$ cat src/design/clkctl_pkg.sv
// constants and types shared by the stop-exit clock switch block
package clkctl_pkg;
    localparam int ADDR_W = 4;
    localparam int DATA_W = 8;
    localparam logic [ADDR_W-1:0] EXT_FLAGS_OFS = 4'h0;
    localparam logic [ADDR_W-1:0] PMR_OFS = 4'h4;
    localparam logic [ADDR_W-1:0] POWER_CONTROL_REG_OFS = 4'h8;
    localparam logic [DATA_W-1:0] RESET_BYTE = 8'h00;
    localparam int SEL_BIT = 1;
    localparam int RING_BIT = 2;
    localparam int QUIET_BIT = 2;
    localparam int STOP_BIT = 1;
    localparam int CRYSTAL_CLOCK_INPUT_CYCLES = 65536;
    localparam int CLK_PERIOD_PS = 8000;
    localparam int RESUME_NS = 100;
    localparam int RESUME_CYC = RESUME_NS * 1000 / CLK_PERIOD_PS;
    localparam int STROBE_HALF = 2;
    typedef enum logic [1:0] {ST_RUN, ST_STOP, ST_RING, ST_XWAIT} mode_e;
endpackage

$ cat src/design/strobe_if.sv
// carrier between the clock switch and the latch strobe generator
interface strobe_if;
    logic crystal_clock_input_rise;
    logic quiet;
    logic offchip;
    logic run;
    logic strobe;
    modport ctrl (output crystal_clock_input_rise, output quiet, output offchip,
                  output run, input strobe);
    modport gen (input crystal_clock_input_rise, input quiet, input offchip,
                 input run, output strobe);
endinterface

$ cat src/design/stop_exit_clock_switch.sv
// stop-mode exit clock source control and address-latch strobe quieting
// Function
// - ring oscillator used on stop exit only when the select bit is one
// - with ring selected, execution resumes within 100 ns of wake
// - after 65536 crystal edges switch to crystal, clear ring flag
// - crystal oscillator held off through all of stop mode
// - select bit resets to zero; exit then waits for the crystal
// - quiet bit set holds the latch strobe static for on-chip accesses
// - quiet bit set still toggles the strobe for off-chip accesses
// - quiet bit resets to zero; strobe then toggles at crystal/4
// - writing one to the stop bit in ST_RUN enters stop mode after that cycle
module stop_exit_clock_switch
    import clkctl_pkg::*;
#(
    parameter int CRYSTAL_CLOCK_INPUT_COUNT = CRYSTAL_CLOCK_INPUT_CYCLES
)
(
    input wire logic sys_clk,
    input wire logic sys_rst,
    input wire logic [clkctl_pkg::ADDR_W-1:0] reg_addr,
    input wire logic [clkctl_pkg::DATA_W-1:0] reg_wdata,
    input wire logic reg_wr,
    input wire logic reg_rd,
    output logic [clkctl_pkg::DATA_W-1:0] reg_rdata,
    input wire logic crystal_clock_input,
    input wire logic wake_irq,
    input wire logic offchip_access,
    output logic crystal_osc_enable,
    output logic ring_select,
    output logic core_run,
    output logic ring_clock_active_flag,
    output logic latch_strobe
);
    import clkctl_pkg::*;

    localparam int CNT_W = $clog2(CRYSTAL_CLOCK_INPUT_COUNT + 1);
    localparam int resume_lim = RESUME_CYC;

    ////////////////////////////////////////////////////////////////////
    // address match, shared by read and write decode
    function automatic logic hit(input logic [ADDR_W-1:0] a,
                                 input logic [ADDR_W-1:0] ofs);
        hit = (a == ofs);
    endfunction

    mode_e state_r;
    mode_e state_nxt;
    logic [CNT_W-1:0] cnt_r;
    logic [CNT_W-1:0] cnt_nxt;
    logic sel_r;
    logic quiet_r;
    logic ring_flag_r;
    logic ring_flag_nxt;
    logic [DATA_W-1:0] rdata_r;
    logic [DATA_W-1:0] rdata_nxt;
    logic wake_s1;
    logic wake_s2;
    logic crystal_clock_input_s1;
    logic crystal_clock_input_s2;
    logic crystal_clock_input_s3;

    ////////////////////////////////////////////////////////////////////
    // pin synchronisers
    always_ff @(posedge sys_clk or posedge sys_rst) begin
        if (sys_rst) begin
            wake_s1 <= 1'b0;
            wake_s2 <= 1'b0;
            crystal_clock_input_s1 <= 1'b0;
            crystal_clock_input_s2 <= 1'b0;
            crystal_clock_input_s3 <= 1'b0;
        end else begin
            wake_s1 <= wake_irq;
            wake_s2 <= wake_s1;
            crystal_clock_input_s1 <= crystal_clock_input;
            crystal_clock_input_s2 <= crystal_clock_input_s1;
            crystal_clock_input_s3 <= crystal_clock_input_s2;
        end
    end

    wire crystal_clock_input_rise = crystal_clock_input_s2 && !crystal_clock_input_s3;

    ////////////////////////////////////////////////////////////////////
    // register decode
    wire wr_ext = reg_wr && hit(reg_addr, EXT_FLAGS_OFS);
    wire wr_pmr = reg_wr && hit(reg_addr, PMR_OFS);
    wire wr_power_control_reg = reg_wr && hit(reg_addr, POWER_CONTROL_REG_OFS);
    wire stop_req = wr_power_control_reg && reg_wdata[STOP_BIT] && (state_r == ST_RUN);
    wire in_stop = (state_r == ST_STOP);
    wire waiting = (state_r == ST_RING) || (state_r == ST_XWAIT);
    wire count_done = waiting && crystal_clock_input_rise &&
                      (cnt_r == CNT_W'(CRYSTAL_CLOCK_INPUT_COUNT - 1));

    logic [DATA_W-1:0] ext_rd;
    logic [DATA_W-1:0] pmr_rd;
    logic [DATA_W-1:0] power_control_reg_rd;
    always_comb begin
        ext_rd = RESET_BYTE;
        ext_rd[SEL_BIT] = sel_r;
        ext_rd[RING_BIT] = ring_flag_r;
        pmr_rd = RESET_BYTE;
        pmr_rd[QUIET_BIT] = quiet_r;
        power_control_reg_rd = RESET_BYTE;
        power_control_reg_rd[STOP_BIT] = (state_r != ST_RUN);
    end

    always_comb begin
        rdata_nxt = RESET_BYTE;
        if (reg_rd) begin
            if (hit(reg_addr, EXT_FLAGS_OFS)) begin
                rdata_nxt = ext_rd;
            end else if (hit(reg_addr, PMR_OFS)) begin
                rdata_nxt = pmr_rd;
            end else if (hit(reg_addr, POWER_CONTROL_REG_OFS)) begin
                rdata_nxt = power_control_reg_rd;
            end
        end
    end

    ////////////////////////////////////////////////////////////////////
    // exit mode state machine
    always_comb begin
        state_nxt = state_r;
        case (state_r)
            ST_RUN: begin
                if (stop_req) begin
                    state_nxt = ST_STOP;
                end
            end
            ST_STOP: begin
                if (wake_s2) begin
                    state_nxt = sel_r ? ST_RING : ST_XWAIT;
                end
            end
            ST_RING, ST_XWAIT: begin
                if (count_done) begin
                    state_nxt = ST_RUN;
                end
            end
            default: begin
                state_nxt = ST_RUN;
            end
        endcase
    end

    always_comb begin
        cnt_nxt = cnt_r;
        if (!waiting) begin
            cnt_nxt = '0;
        end else if (crystal_clock_input_rise) begin
            cnt_nxt = cnt_r + 1'b1;
        end
    end

    always_comb begin
        ring_flag_nxt = ring_flag_r;
        if (in_stop && wake_s2 && sel_r) begin
            ring_flag_nxt = 1'b1;
        end else if (count_done) begin
            ring_flag_nxt = 1'b0;
        end
    end

    ////////////////////////////////////////////////////////////////////
    always_ff @(posedge sys_clk or posedge sys_rst) begin
        if (sys_rst) begin
            state_r <= ST_RUN;
            cnt_r <= '0;
            ring_flag_r <= 1'b0;
            rdata_r <= RESET_BYTE;
        end else begin
            state_r <= state_nxt;
            cnt_r <= cnt_nxt;
            ring_flag_r <= ring_flag_nxt;
            rdata_r <= rdata_nxt;
        end
    end

    // control bits, both clear at reset
    always_ff @(posedge sys_clk or posedge sys_rst) begin
        if (sys_rst) begin
            sel_r <= 1'b0;
            quiet_r <= 1'b0;
        end else begin
            if (wr_ext) begin
                sel_r <= reg_wdata[SEL_BIT];
            end
            if (wr_pmr) begin
                quiet_r <= reg_wdata[QUIET_BIT];
            end
        end
    end

    ////////////////////////////////////////////////////////////////////
    // outputs
    assign reg_rdata = rdata_r;
    assign crystal_osc_enable = !in_stop;
    assign ring_select = (state_r == ST_RING);
    assign core_run = (state_r == ST_RUN) || (state_r == ST_RING);
    assign ring_clock_active_flag = ring_flag_r;

    strobe_if sif ();
    assign sif.crystal_clock_input_rise = crystal_clock_input_rise;
    assign sif.quiet = quiet_r;
    assign sif.offchip = offchip_access;
    assign sif.run = core_run;
    assign latch_strobe = sif.strobe;

    latch_strobe_gen u_strobe (
        .sys_clk(sys_clk),
        .sys_rst(sys_rst),
        .sif(sif.gen)
    );
endmodule // stop_exit_clock_switch

$ cat src/design/latch_strobe_gen.sv
// address-latch strobe generator, one toggle per two crystal edges
module latch_strobe_gen
    import clkctl_pkg::*;
(
    input wire logic sys_clk,
    input wire logic sys_rst,
    strobe_if.gen sif
);
    logic strobe_r;
    logic [1:0] half_r;
    wire active = sif.run && (!sif.quiet || sif.offchip);
    wire half_done = (half_r == 2'(STROBE_HALF - 1));

    ////////////////////////////////////////////////////////////////////
    always_ff @(posedge sys_clk or posedge sys_rst) begin
        if (sys_rst) begin
            half_r <= '0;
            strobe_r <= 1'b0;
        end else if (!active) begin
            // static while quiet and on-chip
            half_r <= '0;
            strobe_r <= 1'b0;
        end else if (sif.crystal_clock_input_rise) begin
            // period of four crystal clocks
            half_r <= half_done ? 2'b00 : half_r + 2'b01;
            if (half_done) begin
                strobe_r <= ~strobe_r;
            end
        end
    end

    assign sif.strobe = strobe_r;
endmodule // latch_strobe_gen

$ cat config.mk
export PLATFORM = sky130hd
export DESIGN_NAME = stop_exit_clock_switch
export DESIGN_NICKNAME = d
export VERILOG_FILES = /design/src/design/clkctl_pkg.sv /design/src/design/strobe_if.sv /design/src/design/stop_exit_clock_switch.sv /design/src/design/latch_strobe_gen.sv
export SDC_FILE = /design/constraint.sdc
export NUM_CORES = 1
export LEC_CHECK = 0
export BUFFER_PORTS_ARGS = -buffer_cell sky130_fd_sc_hd__clkbuf_2
export CORE_ASPECT_RATIO = 1.2
export CORE_UTILIZATION = 53
export CTS_CLUSTER_DIAMETER = 100
export CTS_CLUSTER_SIZE = 40
export DETAILED_ROUTE_END_ITERATION = 8
export PLACE_DENSITY = 0.77
export SLEW_MARGIN = 5
export SYNTH_ARGS = -nofsm -noshare
export SYNTH_HDL_FRONTEND = slang
export SYNTH_SLANG_ARGS = --single-unit
$ cat constraint.sdc
create_clock -name sys_clk -period 2.4 [get_ports sys_clk]
set_input_delay 0.12 -clock sys_clk [delete_from_list [all_inputs] [get_ports sys_clk]]
set_output_delay 0.12 -clock sys_clk [all_outputs]
set_load 0.1 [all_outputs]
### Word level (Yosys, flattened, before mapping)

Index checks and enable logic that the tools add are counted.

| cells by class | value |
|---|---|
| $add $sub $neg | 2 |
| equal/unequal tests | 13 |
| muxes and demuxes | 19 |
| bitwise gates (word level) | 1 |
| reduce and logical (&&, ||, !) cells | 24 |

Operators with widths:

| cell | number |
|---|---|
| $mux 17 | 2 |
| $add 17x1->17 const B | 1 |
| $eq 17x16->1 const B | 1 |
| $mux 2 | 7 |
| $ne 2x2->1 const B | 6 |
| $logic_and 1x1->1 | 11 |
| $mux 3 | 3 |
| $mux 1 | 6 |
| $pmux 2 s3 | 1 |
| $eq 2x1->1 const B | 2 |
| $eq 2x2->1 const B | 2 |
| $eq 4x3->1 const B | 1 |
| $eq 4x4->1 const B | 1 |
| $logic_not 4->1 | 1 |
| $reduce_bool 2->1 | 2 |
| $logic_not 1->1 | 3 |
| $logic_or 1x1->1 | 3 |
| $reduce_and 3->1 | 1 |
| $add 2x1->2 const B | 1 |
| $logic_not 2->1 | 1 |
| $reduce_and 2->1 | 1 |
| $reduce_or 2->1 | 1 |
| $not 1->1 | 1 |

| storage, ports and cells | value |
|---|---|
| flip-flop bits (word level) | 38 |
| input bits | 19 |
| output and inout port bits | 13 |
| word-level logic and storage cells | 72 |

### Longest topological paths before layout

Gate-level depths: netlist of run 1.

| logic depth | value |
|---|---|
| depth in word-level cells | 6 |
| gate-level depth with buffers | 7 |
| depth with buffers taken out | 7 |

### Cells and area by module

Synthesis of run 1 repeated with hierarchy kept, for this count alone.

| second synthesis, totals | value |
|---|---|
| cells, all modules | 154 |
| area total of the unflattened synthesis | 1604.0 µm² |

By module, submodules not included:

| module | times used | cells each | area each (µm²) | sequential area each (µm²) |
|---|---|---|---|---|
| stop_exit_clock_switch | 1 | 140 | 1476.4 | 725.7 |
| latch_strobe_gen | 1 | 14 | 127.6 | 75.1 |

### Worst setup path after synthesis of run 1

Ideal clock, no wire load.

| timing | value |
|---|---|
| kind | register to output |
| start point | register state_r[1] |
| end point | output ring_select |
| arrival time | 1.938 ns |
| data required time | 2.280 ns |
| path slack | 0.342 ns |
| stages on the path, launching flop included | 3 |
| buffers on the path | 1 |
| path through | dfrtp_1 buf_4 nor2b_1 |

| on the way | value |
|---|---|
| word-level cells in the longest chain between the ends | 1 |

RTL lines:

| item | line | text |
|---|---|---|
| from (decl) | stop_exit_clock_switch.sv:46 | `mode_e state_r;` |
| from (signal assigned) | stop_exit_clock_switch.sv:171 | `state_r <= state_nxt;` |
| $eq 2x2->1 | stop_exit_clock_switch.sv:197 | `assign ring_select = (state_r == ST_RING);` |
| to (decl) | stop_exit_clock_switch.sv:29 | `output logic ring_select,` |

No other way between the ends.

### Worst setup path in the final report of run 1

| timing | value |
|---|---|
| start point | register cnt_r[6] |
| end point | register state_r[0] |

| on the way | value |
|---|---|
| word-level cells in the longest chain between the ends | 4 |

RTL lines:

| item | line | text |
|---|---|---|
| from (decl) | stop_exit_clock_switch.sv:48 | `logic [CNT_W-1:0] cnt_r;` |
| from (signal assigned) | stop_exit_clock_switch.sv:172 | `cnt_r <= cnt_nxt;` |
| $eq 17x16->1 | stop_exit_clock_switch.sv:91 | `(cnt_r == CNT_W'(CRYSTAL_CLOCK_INPUT_COUNT - 1));` |
| $logic_and 1x1->1 | stop_exit_clock_switch.sv:90 | `wire count_done = waiting && crystal_clock_input_rise &&` |
| $ne 2x2->1 (no line) | n/a |  |
| $reduce_and 3->1 (no line) | n/a |  |

No other way between the ends.
A chain may end at the register's enable or synchronous reset.

==> results of run 1 <==
==> sequential cells by signal (all words and copies together) (netlist names), 2 cells and up <==
| name | count |
|---|---|
| cnt_r | 17 |
| reg_rdata | 2 |
| state_r | 2 |
| u_strobe.half_r | 2 |
==> power breakdown <==
| part | internal, mW | total, mW | switching (mW) |
|---|---|---|---|
| clock network | 0.217 | 0.403 | 0.186 |
| logic | 0.0910 | 0.321 | 0.230 |
| registers | 0.596 | 0.651 | 0.0549 |
| total | 0.904 | 1.38 | 0.471 |
==> cells in the mapped netlist, types with 4 or more instances <==
library cell / number
a21oi_1: 4
and2_1: 8
buf_4: 7
dfrtp_1: 32
inv_1: 7
mux2i_1: 4
nand2_1: 13
nand3_1: 6
nand4_1: 4
nor2_1: 6
nor2b_1: 4
o21ai_0: 8
xnor2_1: 6
==> cell type report <==
type                    instances  area, um2
repair buffers                 25        150
well taps                      34       42.5
clock buffers                   5       37.5
clock inverters                 3       42.5
fillers                       231       1010
flip-flops and latches         32        801
multi-input cells             107        678
inverters                       7       26.3
==> layer usage <==
metal / part of all wire / vias to the layer above / routed length (um)
met5: 0 / - / 0
met4: 0.013 / 0 / 35
met3: 0.033 / 5 / 87
met2: 0.51 / 18 / 1350
met1: 0.44 / 554 / 1180
li1: - / 569 / -
==> cell families (layout without fill, tap and decap cells) <==
| kind of cell | Yosys count | count (layout) | synth area share |
|---|---|---|---|
| and+or+nand+nor | 63 | 63 | 0.233 |
| DFF | 32 | 32 | 0.518 |
| AOI/OAI and AO/OA | 21 | 21 | 0.0833 |
| buffers and inverters | 16 | 40 | 0.0558 |
| xor gates and xnor gates | 9 | 9 | 0.0510 |
| muxes | 6 | 6 | 0.0405 |
| adders and majority gates | 2 | 2 | 0.0162 |
| other | 1 | 6 | 0.00242 |
==> worst max path at each step <==
stage / cells past startpoint / to / startpoint
after floorplan: 2 / ring_select / state_r[1]$_DFFE_PP0P_
final: 7 / state_r[0]$_DFFE_PP0P_ / cnt_r[6]$_DFFE_PP0P_
after global placement: 7 / state_r[0]$_DFFE_PP0P_ / cnt_r[6]$_DFFE_PP0P_
after global routing: 7 / state_r[0]$_DFFE_PP0P_ / cnt_r[6]$_DFFE_PP0P_
after detailed placement: 7 / state_r[0]$_DFFE_PP0P_ / cnt_r[6]$_DFFE_PP0P_
after CTS: 7 / state_r[0]$_DFFE_PP0P_ / cnt_r[6]$_DFFE_PP0P_
==> worst max-delay path, delay by kind of cell, from the launching register on <==
family	cells	cell delay, ps
AND/OR/NAND/NOR	4	960
adder cells (fa/ha/maj)	1	160
flip-flops	1	440
AO/OA/AOI/OAI	2	250
==> cells in the final DEF, fill, tap and decap left out, types with 5 or more instances in the layout <==
| cell type | n |
|---|---|
| nand3_1 | 6 |
| nand2_1 | 13 |
| inv_1 | 7 |
| and2_1 | 8 |
| nor2_1 | 6 |
| clkbuf_4 | 5 |
| xnor2_1 | 6 |
| conb_1 | 6 |
| dfrtp_1 | 32 |
| clkbuf_2 | 19 |
| o21ai_0 | 8 |
==> summary.md, run 1 <==
| Metric | Value |
|---|---|
| Outcome | complete, no violations |
| R2R cell count | 7 |
| Layout Nets | 199 |
| CTS sink count | 32 |
| Global-route wire length before repair | 4130 um |
| Synth top area cells | dfrtp_1, buf_4, xnor2_1, and2_1, nand2_1 |
| Hold-fix buffers, CTS | 4 |
| Number of synthesized flops with an enable pin | 0 |
| Crit Path Category | register to register |
| Post-route setup slack | approximately 490 ps |
| Hold Startpoint | reg_wdata[2] |
| TritonCTS clock tree | done |
| Final non-filler cell total | ~210 |
| Worst-path clk slew | ~100 ps |
| Via density | 5.38 |
| DRC | 0 |
| Pre-antenna DRT Iters | 4 |
| Die outline height | 61.2 um |
| Placed Instances | 201 |
| Clock Path Buffers | 2 |
| WP data required | between 2000 and 3000 ps |
| Avg Inst Size Synth | 10.3 um2 |
| R2r setup slk | about 490 ps |
| Setup Viol. Count Final | 0 |
| Htree depth | 2 |
| Antenna Nets Post-Route | 0 |
| # resized after CTS | 0 |
| Initial DRC count | 13 |
| Post-DP Area | 0.00166 mm2 |
| Vias in the first global route | 962 |
| Clk root buf | clkbuf_4 |
| Fin crit share | 0.796 |
| Share of layout cells above drive strength 1 | 0.190 |
| Final Util | 0.638 |
| CP cell instances | nand4_2, or4_4, nor2_1, ha_1, nand2_1, a21oi_1, o21ai_0 |
| Most Crowded Layer GR | met2 |
| Routing usage on met2 | 0.316 |
| GRT overflow | 0 |
| Post-synthesis cell type count | 35 |
| Port bufs | 19 |
| Initial core utilization | 0.555 |
| Hold Crit Class | primary input to register |
| # rows | 21 |
| Synth top area share | 0.518 |
| Fmax | 0.524 GHz |
| Clock Skews | 2.14 ps |
| Setup TNS Final | 0 ps |
| Die width | 51.3 um |
| Met3 usage | 0.0691 |
| Sequential fraction of the synthesis area | 0.518 |
| Slew HR | 0.518 |
| Finished Cell Area | 0.00178 mm2 |
| Boundary Pins | 32 |
| Core area | roughly 0.0028 mm2 |
| Pin count of the biggest net entering global routing | 33 |
| R2R Path Start | cnt_r[6]$_DFFE_PP0P_ |
| CP max-delay cell | or4_4 |
| Post-Syn Instances | 150 |
| Critical Path AT | roughly 2100 ps |
| Layout area overhead | 15.0% |
| Placement Setup Slack | 481 ps |
| Hold Path Sink | quiet_r$_DFFE_PP0P_ |
| Static Leak | approximately 0.84 nW |
| Tmin final | 1910 ps |
| Pwr dens | 773 mW/mm2 |
| Routed wire length | 2650 um |
| CP endpoint kind | register |
| Initial antenna violation count | 0 |
| Hpwl dp | 1890 um |
| Max incr delay on CP | 570 ps |
| Hold Fails Final Rpt | 0 |
| Startpoint type of the worst setup path | register |
| CTS Buf Count | 5 |
| Antenna Cells | 0 |
| Global-route track usage on met1 | 0.214 |
| Synth Cell Area | ~0.0015 mm2 |
| GRT Total Usage | 0.185 |
| Crit path max fanout | 6 |
| Max-slew violation count | 0 |
| FF+latch count, synth | 32 |
| Setup bufs post-CTS | 0 |
| RSZ-0062 raised after global routing | false |
| Die ar. | 0.00314 mm2 |
| Fin Hold WS | 19.1 ps |
| Placer Congestion | roughly 0.75 |
| Skew-Pair Late Insertion Delay | 330 ps |
| Synth warn | 0 |
| Peak supply drop | 0.000615 V |
| Leading area contributor after synthesis | dfrtp_1 |
| Drt wl/cell | 12.5 um |
| Power Total | approximately 1.4 mW |
| Worst Hold Path Cells | 2 |
| Vias after detailed routing | 1146 |
| Top_reg_cell synth | dfrtp_1 |
| Slew @ Worst Pin | 721 ps |
| Ys async rst share | 1.00 |
| Capture point of the worst reg-to-reg path | state_r[0]$_DFFE_PP0P_ |
| Max_cap viols | 0 |
Note: power is estimated with default switching activity, not from simulation.
==> inputs of run 2 (changes only) <==
- CORE_UTILIZATION: 53 -> 48
- PLACE_DENSITY: 0.77 -> 0.73
- clock period: 2.4 -> 1.59 ns (I/O delays scaled with it)
==> summary.md, run 2 (synthesis results as in run 1) <==
| Metric | Value |
|---|---|
| CP bufs+invs | 0 |
| Setup Viol. Count Final | 4 |
| Initial core utilization | 0.506 |
| Static Leak | 0.995 nW |
| Skew-Pair Late Insertion Delay | 330 ps |
| Max incr delay on CP | ~570 ps |
| Fmax | 0.598 GHz |
| Via density | 5.28 |
| Clock Skews | between 9 and 10 ps |
| Htree depth | 2 |
| WP data required | 1800 ps |
| Global-route wire length before repair | 5580 um |
| Crit Path Category | register to register |
| Clk root buf | clkbuf_4 |
| Antenna Cells | 0 |
| CTS Buf Count | 5 |
| RSZ-0062 raised after global routing | true |
| Failing checks | setup timing |
| Hold Startpoint | reg_addr[0] |
| Tmin final | roughly 1700 ps |
| R2R Path Start | cnt_r[4]$_DFFE_PP0P_ |
| TritonCTS clock tree | done |
| CP max-delay cell | or4_4 |
| Placer Congestion | between 0.7 and 0.8 |
| Core area | 0.00306 mm2 |
| Post-route setup slack | -82.2 ps |
| CP endpoint kind | register |
| Finished Cell Area | 0.00205 mm2 |
| Fin crit share | 1.05 |
| Initial DRC count | 18 |
| CTS sink count | 32 |
| Critical Path AT | 1890 ps |
| Die width | 53.8 um |
| # rows | 22 |
| R2R cell count | 7 |
| Peak supply drop | 0.000954 V |
| Hold Crit Class | primary input to register |
| Share of layout cells above drive strength 1 | 0.323 |
| CP cell instances | nand4_1, or4_4, nor2_4, ha_4, nand2_4, a21oi_2, o21ai_1 |
| Pin count of the biggest net entering global routing | 33 |
| Biggest register | cnt_r |
| Max-slew violation count | 0 |
| Worst Hold Path Cells | 4 |
| Pre-antenna DRT Iters | 4 |
| Startpoint type of the worst setup path | register |
| Outcome | finished, violations left |
| Layout Nets | 222 |
| Drt wl/cell | roughly 14 um |
| DRC | 0 |
| Routed wire length | 3240 um |
| R2r setup slk | -80 ps |
| Max reg flops | 17 |
| Commonest cells after routing, fill and taps aside | dfrtp_1, buf_4, clkbuf_2, nand2_1 |
| Boundary Pins | 32 |
| Slew @ Worst Pin | 544 ps |
| Family with the most delay on the worst path | simple AND/OR/NAND/NOR gates |
| Hpwl dp | about 2200 um |
| Vias in the first global route | 1333 |
| Layout area overhead | 32.5% |
| GRT Total Usage | 0.232 |
| Max_cap viols | 0 |
| Slew HR | 0.639 |
| Initial antenna violation count | 0 |
| Capture point of the worst reg-to-reg path | state_r[0]$_DFFE_PP0P_ |
| Fin Hold WS | 79.9 ps |
| Most common cell after layout, fill and taps aside | dfrtp_1 |
| Crit path max fanout | 5 |
| Setup TNS Final | -155 ps |
| Hold Path Sink | state_r[0]$_DFFE_PP0P_ |
| Port bufs | 19 |
| Antenna Nets Post-Route | 0 |
| Die ar. | around 0.0035 mm2 |
| Clock Path Buffers | 2 |
| Hold Fails Final Rpt | 0 |
| Vias after detailed routing | between 1000 and 1500 |
| Die outline height | between 60 and 70 um |
| GRT overflow | 0 |
| Pwr dens | 1000 mW/mm2 |
| Post-DP Area | 0.00181 mm2 |
| Worst-path clk slew | about 100 ps |
-- run 2: cell count changes in the layout (fill, tap and decap cells not counted), sizes merged --
cell	delta
buf	+21
clkinv	-1
bufinv	-1
dlygate4sd3	+4
clkinvlp	-1
-- run 2: per-stage QoR --
| step | setup slack [ps] | std cells | power (mW) | util |
|---|---|---|---|---|
| after floorplan | -82.4 | 155 | 1.39 | - |
| final | -82.2 | 237 | 2.06 | 0.671 |
| after detailed placement | -85.0 | 218 | 1.53 | 0.591 |
| after global placement | -40.6 | 218 | 1.51 | 0.591 |
| after CTS | -64.2 | 238 | 2.06 | 0.656 |
| after global routing | -173 | 237 | 2.16 | 0.671 |
-- run 2: repair_timing --
item | CTS | global route
setup buffers | 5 | 0
setup endpoints to repair | 6 | 12
gates resized for setup | 4 | 16
pin swaps | 0 | 6
hold buffers | 8 | 0
hold endpoints to repair | 38 | 0
-- run 2: area by class of cell --
type,count,area [um2]
fillers,242,1010
flip-flops and latches,32,803
multi-input cells,107,747
repair buffers,48,363
clock buffers,7,65.1
well taps,36,45.0
inverters,7,26.3
-- run 2: power breakdown --
part,switching [mW],total (mW),internal [mW]
Clock,0.267,0.517,0.250
Sequential,0.0775,0.979,0.901
Combinational,0.372,0.564,0.192
-- run 2: how the worst max path moves through the flow --
stage | from | end | slack (ps) | cells after the start
after detailed placement | cnt_r[11]$_DFFE_PP0P_ | state_r[0]$_DFFE_PP0P_ | -90 | 7
final | cnt_r[4]$_DFFE_PP0P_ | state_r[0]$_DFFE_PP0P_ | -80 | 7
after global routing | cnt_r[4]$_DFFE_PP0P_ | state_r[0]$_DFFE_PP0P_ | -170 | 7
after global placement | cnt_r[11]$_DFFE_PP0P_ | state_r[0]$_DFFE_PP0P_ | -40 | 7
after floorplan | cnt_r[3]$_DFFE_PP0P_ | state_r[0]$_DFFE_PP0P_ | -80 | 7
after CTS | cnt_r[4]$_DFFE_PP0P_ | state_r[0]$_DFFE_PP0P_ | -60 | 7
-- run 2: worst min-delay path, stage by stage --
cell and delay [ps]:
clkbuf_2 90, nor3_1 60, nand3_1 80, o21ai_1 70
-- run 2: metal layers --
metal	vias up	part of all wire	GRT usage	wire [um]
li1	614	-	-	-
met1	604	0.41	0.256	1320
met2	29	0.54	0.401	1760
met3	4	0.041	0.0714	133
met4	0	0.0099	0.0855	32
met5	-	0	0	0
==> inputs of run 3 (changes only) <==
- ABC_AREA: unset -> 1
- CORE_MARGIN: unset -> 2
- CORE_UTILIZATION: 48 -> 51
- CTS_BUF_LIST: unset -> sky130_fd_sc_hd__clkbuf_4 sky130_fd_sc_hd__clkbuf_8
- PLACE_DENSITY: 0.73 -> 0.76
==> summary.md, run 3 <==
| Metric | Value |
|---|---|
| Initial core utilization | 0.541 |
| Max-slew violation count | 0 |
| Slew HR | 0.638 |
| Peak supply drop | ~0.0017 V |
| Boundary Pins | 32 |
| CTS sink count | 32 |
| Pwr dens | 1190 mW/mm2 |
| TritonCTS clock tree | done |
| Hold Crit Class | primary input to register |
| Clk root buf | clkbuf_4 |
| Post-synthesis cell type count | 30 |
| DRC | 0 |
| Clock Skews | 7.81 ps |
| Post-Syn Instances | 207 |
| Most common cell after layout, fill and taps aside | nand2_1 |
| Synth top area cells | dfrtp_1, nand2_1, nor2_1, inv_1, o21ai_0 |
| Power Total | about 2.6 mW |
| Pin count of the biggest net entering global routing | 18 |
| CP max-delay cell | dfrtp_1 |
| Setup Viol. Count Final | 1 |
| Initial antenna violation count | 0 |
| Startpoint type of the worst setup path | register |
| CP endpoint kind | register |
| # rows | 22 |
| Max reg flops | 17 |
| Most instantiated cells after synthesis | nand2_1, dfrtp_1, nor2_1 |
| Routed wire length | 3500 um |
| Layout filler cell count | 249 |
| CP bufs+invs | 1 |
| Share of layout cells above drive strength 1 | 0.294 |
| Layout area overhead | 29.4% |
| Top-count cell post-synth | nand2_1 |
| Failing checks | setup timing |
| Leading area contributor after synthesis | dfrtp_1 |
| Max_cap viols | 0 |
| Die width | roughly 56 um |
| Die outline height | 66.9 um |
| Post-route setup slack | -1.81 ps |
| Layout Nets | 282 |
| Top_reg_cell synth | dfrtp_1 |
| FF+latch count, synth | 32 |
| WP data required | around 1800 ps |
| Skew-Pair Late Insertion Delay | 330 ps |
| Drt wl/cell | between 10 and 15 um |
| Antenna Cells | 0 |
| Vias in the first global route | 1500 |
| Via density | just under 5 |
| CP cell instances | ha_2, nand2_2, nor2_1, nand4_1, nor3_2, ha_2, inv_2, o21ai_2, nand2_1, nand2_1, o21ai_1 |
| Synth warn | 0 |
| Vias after detailed routing | 1465 |
| Slew @ Worst Pin | 545 ps |
| Static Leak | ~1.1 nW |
| GRT Total Usage | 0.219 |
| Htree depth | 2 |
| CTS Buf Count | 5 |
| Commonest cells after routing, fill and taps aside | nand2_1, dfrtp_1, nor2_1, inv_1, buf_4 |
| Tmin final | roughly 1600 ps |
| Port bufs | 19 |
| Biggest register | cnt_r |
| Pre-antenna DRT Iters | 4 |
| RSZ-0062 raised after global routing | true |
| GRT overflow | 0 |
| Clock Path Buffers | 2 |
| Crit Path Category | register to register |
| Die ar. | 0.00377 mm2 |
| Critical Path AT | 1820 ps |
| Ys async rst share | 1.00 |
| Synth Cell Area | 0.00168 mm2 |
| Fmax | ~0.63 GHz |
| Placer Congestion | 0.865 |
| Avg Inst Size Synth | 8.12 um2 |
| Setup TNS Final | -1.81 ps |
| Fin Hold WS | 40.5 ps |
| Core area | 0.00311 mm2 |
| Fin crit share | 1.00 |
| Global-route wire length before repair | 6300 um |
| Crit path max fanout | 2 |
| Antenna Nets Post-Route | 0 |
| Initial DRC count | 39 |
| Hpwl dp | around 2500 um |
| Synth top area share | 0.476 |
| Worst-path clk slew | about 100 ps |
| Sequential fraction of the synthesis area | 0.476 |
| Number of synthesized flops with an enable pin | 0 |
| Max incr delay on CP | between 300 and 400 ps |
| Outcome | finished, violations left |
| Family with the most delay on the worst path | simple AND/OR/NAND/NOR gates |
| Hold Fails Final Rpt | 0 |
-- run 3: per-stage QoR --
step / cells / setup slack (ps) / util / cell area, um2
finish: 298 / -1.81 / 0.700 / 2180
floorplan: 212 / -55.0 / - / 1720
detailed placement: 277 / -62.4 / 0.634 / 1970
CTS: 294 / -18.3 / 0.686 / 2130
global placement: 277 / 18.9 / 0.634 / 1970
global route: 298 / -123 / 0.700 / 2180
-- run 3: repair_timing --
action,4_1_cts,5_1_grt
hold endpoints to repair,38,0
resized for setup,2,5
endpoints found under the setup margin,2,4
buffers inserted,0,5
hold buffers,9,0
-- run 3: power breakdown --
group          leakage, nW  internal, mW  total (mW)  switching (mW)
clock               0.0394         0.252       0.521           0.269
sequential           0.419         0.912        1.01           0.100
combinational        0.636         0.330        1.06           0.728
total                 1.09          1.49        2.59            1.10
-- run 3: final timing paths --
path	end	slack, ps	startpoint	cells after the start
min in group asynchronous	cnt_r[8]$_DFFE_PP0P_	310	sys_rst	4
max in group asynchronous	state_r[1]$_DFFE_PP0P_	1060	sys_rst	4
hold / removal	sel_r$_DFFE_PP0P_	40	reg_wr	4
setup / recovery	state_r[0]$_DFFE_PP0P_	-2	cnt_r[1]$_DFFE_PP0P_	11
hold reg to reg	wake_s2$_DFF_PP0_	360	wake_s1$_DFF_PP0_	0
setup reg to reg	state_r[0]$_DFFE_PP0P_	-2	cnt_r[1]$_DFFE_PP0P_	11
-- run 3: kinds of logic after synthesis --
| kind of cell | after synthesis | share of synthesized area |
|---|---|---|
| and+or+nand+nor | 104 | 0.301 |
| buffers and inverters | 39 | 0.103 |
| DFF | 32 | 0.476 |
| AOI/OAI and AO/OA | 29 | 0.102 |
| adders and majority gates | 2 | 0.0149 |
| other | 1 | 0.00223 |
-- run 3: final cells by class --
| type | count | area (um2) | area share |
|---|---|---|---|
| well taps | 36 | 45.0 | 0.0207 |
| multi-input cells | 141 | 757 | 0.348 |
| flip-flops and latches | 32 | 803 | 0.369 |
| inverters | 31 | 124 | 0.0569 |
| clock buffers | 8 | 66.3 | 0.0305 |
| repair buffers | 50 | 380 | 0.175 |
-- run 3: routing by layer --
layer,GRT usage,share of wire
met1,0.232,0.44
met2,0.400,0.50
met3,0.0718,0.041
met4,0.0863,0.021
met5,0,0
-- run 3: worst register-to-register path, cell delays in order (launching register included) --
cell	delay (ps)
dfrtp_1	360
ha_2	190
nand2_2	60
nor2_1	80
nand4_1	100
nor3_2	120
ha_2	190
inv_2	40
o21ai_2	120
nand2_1	90
nand2_1	80
o21ai_1	60
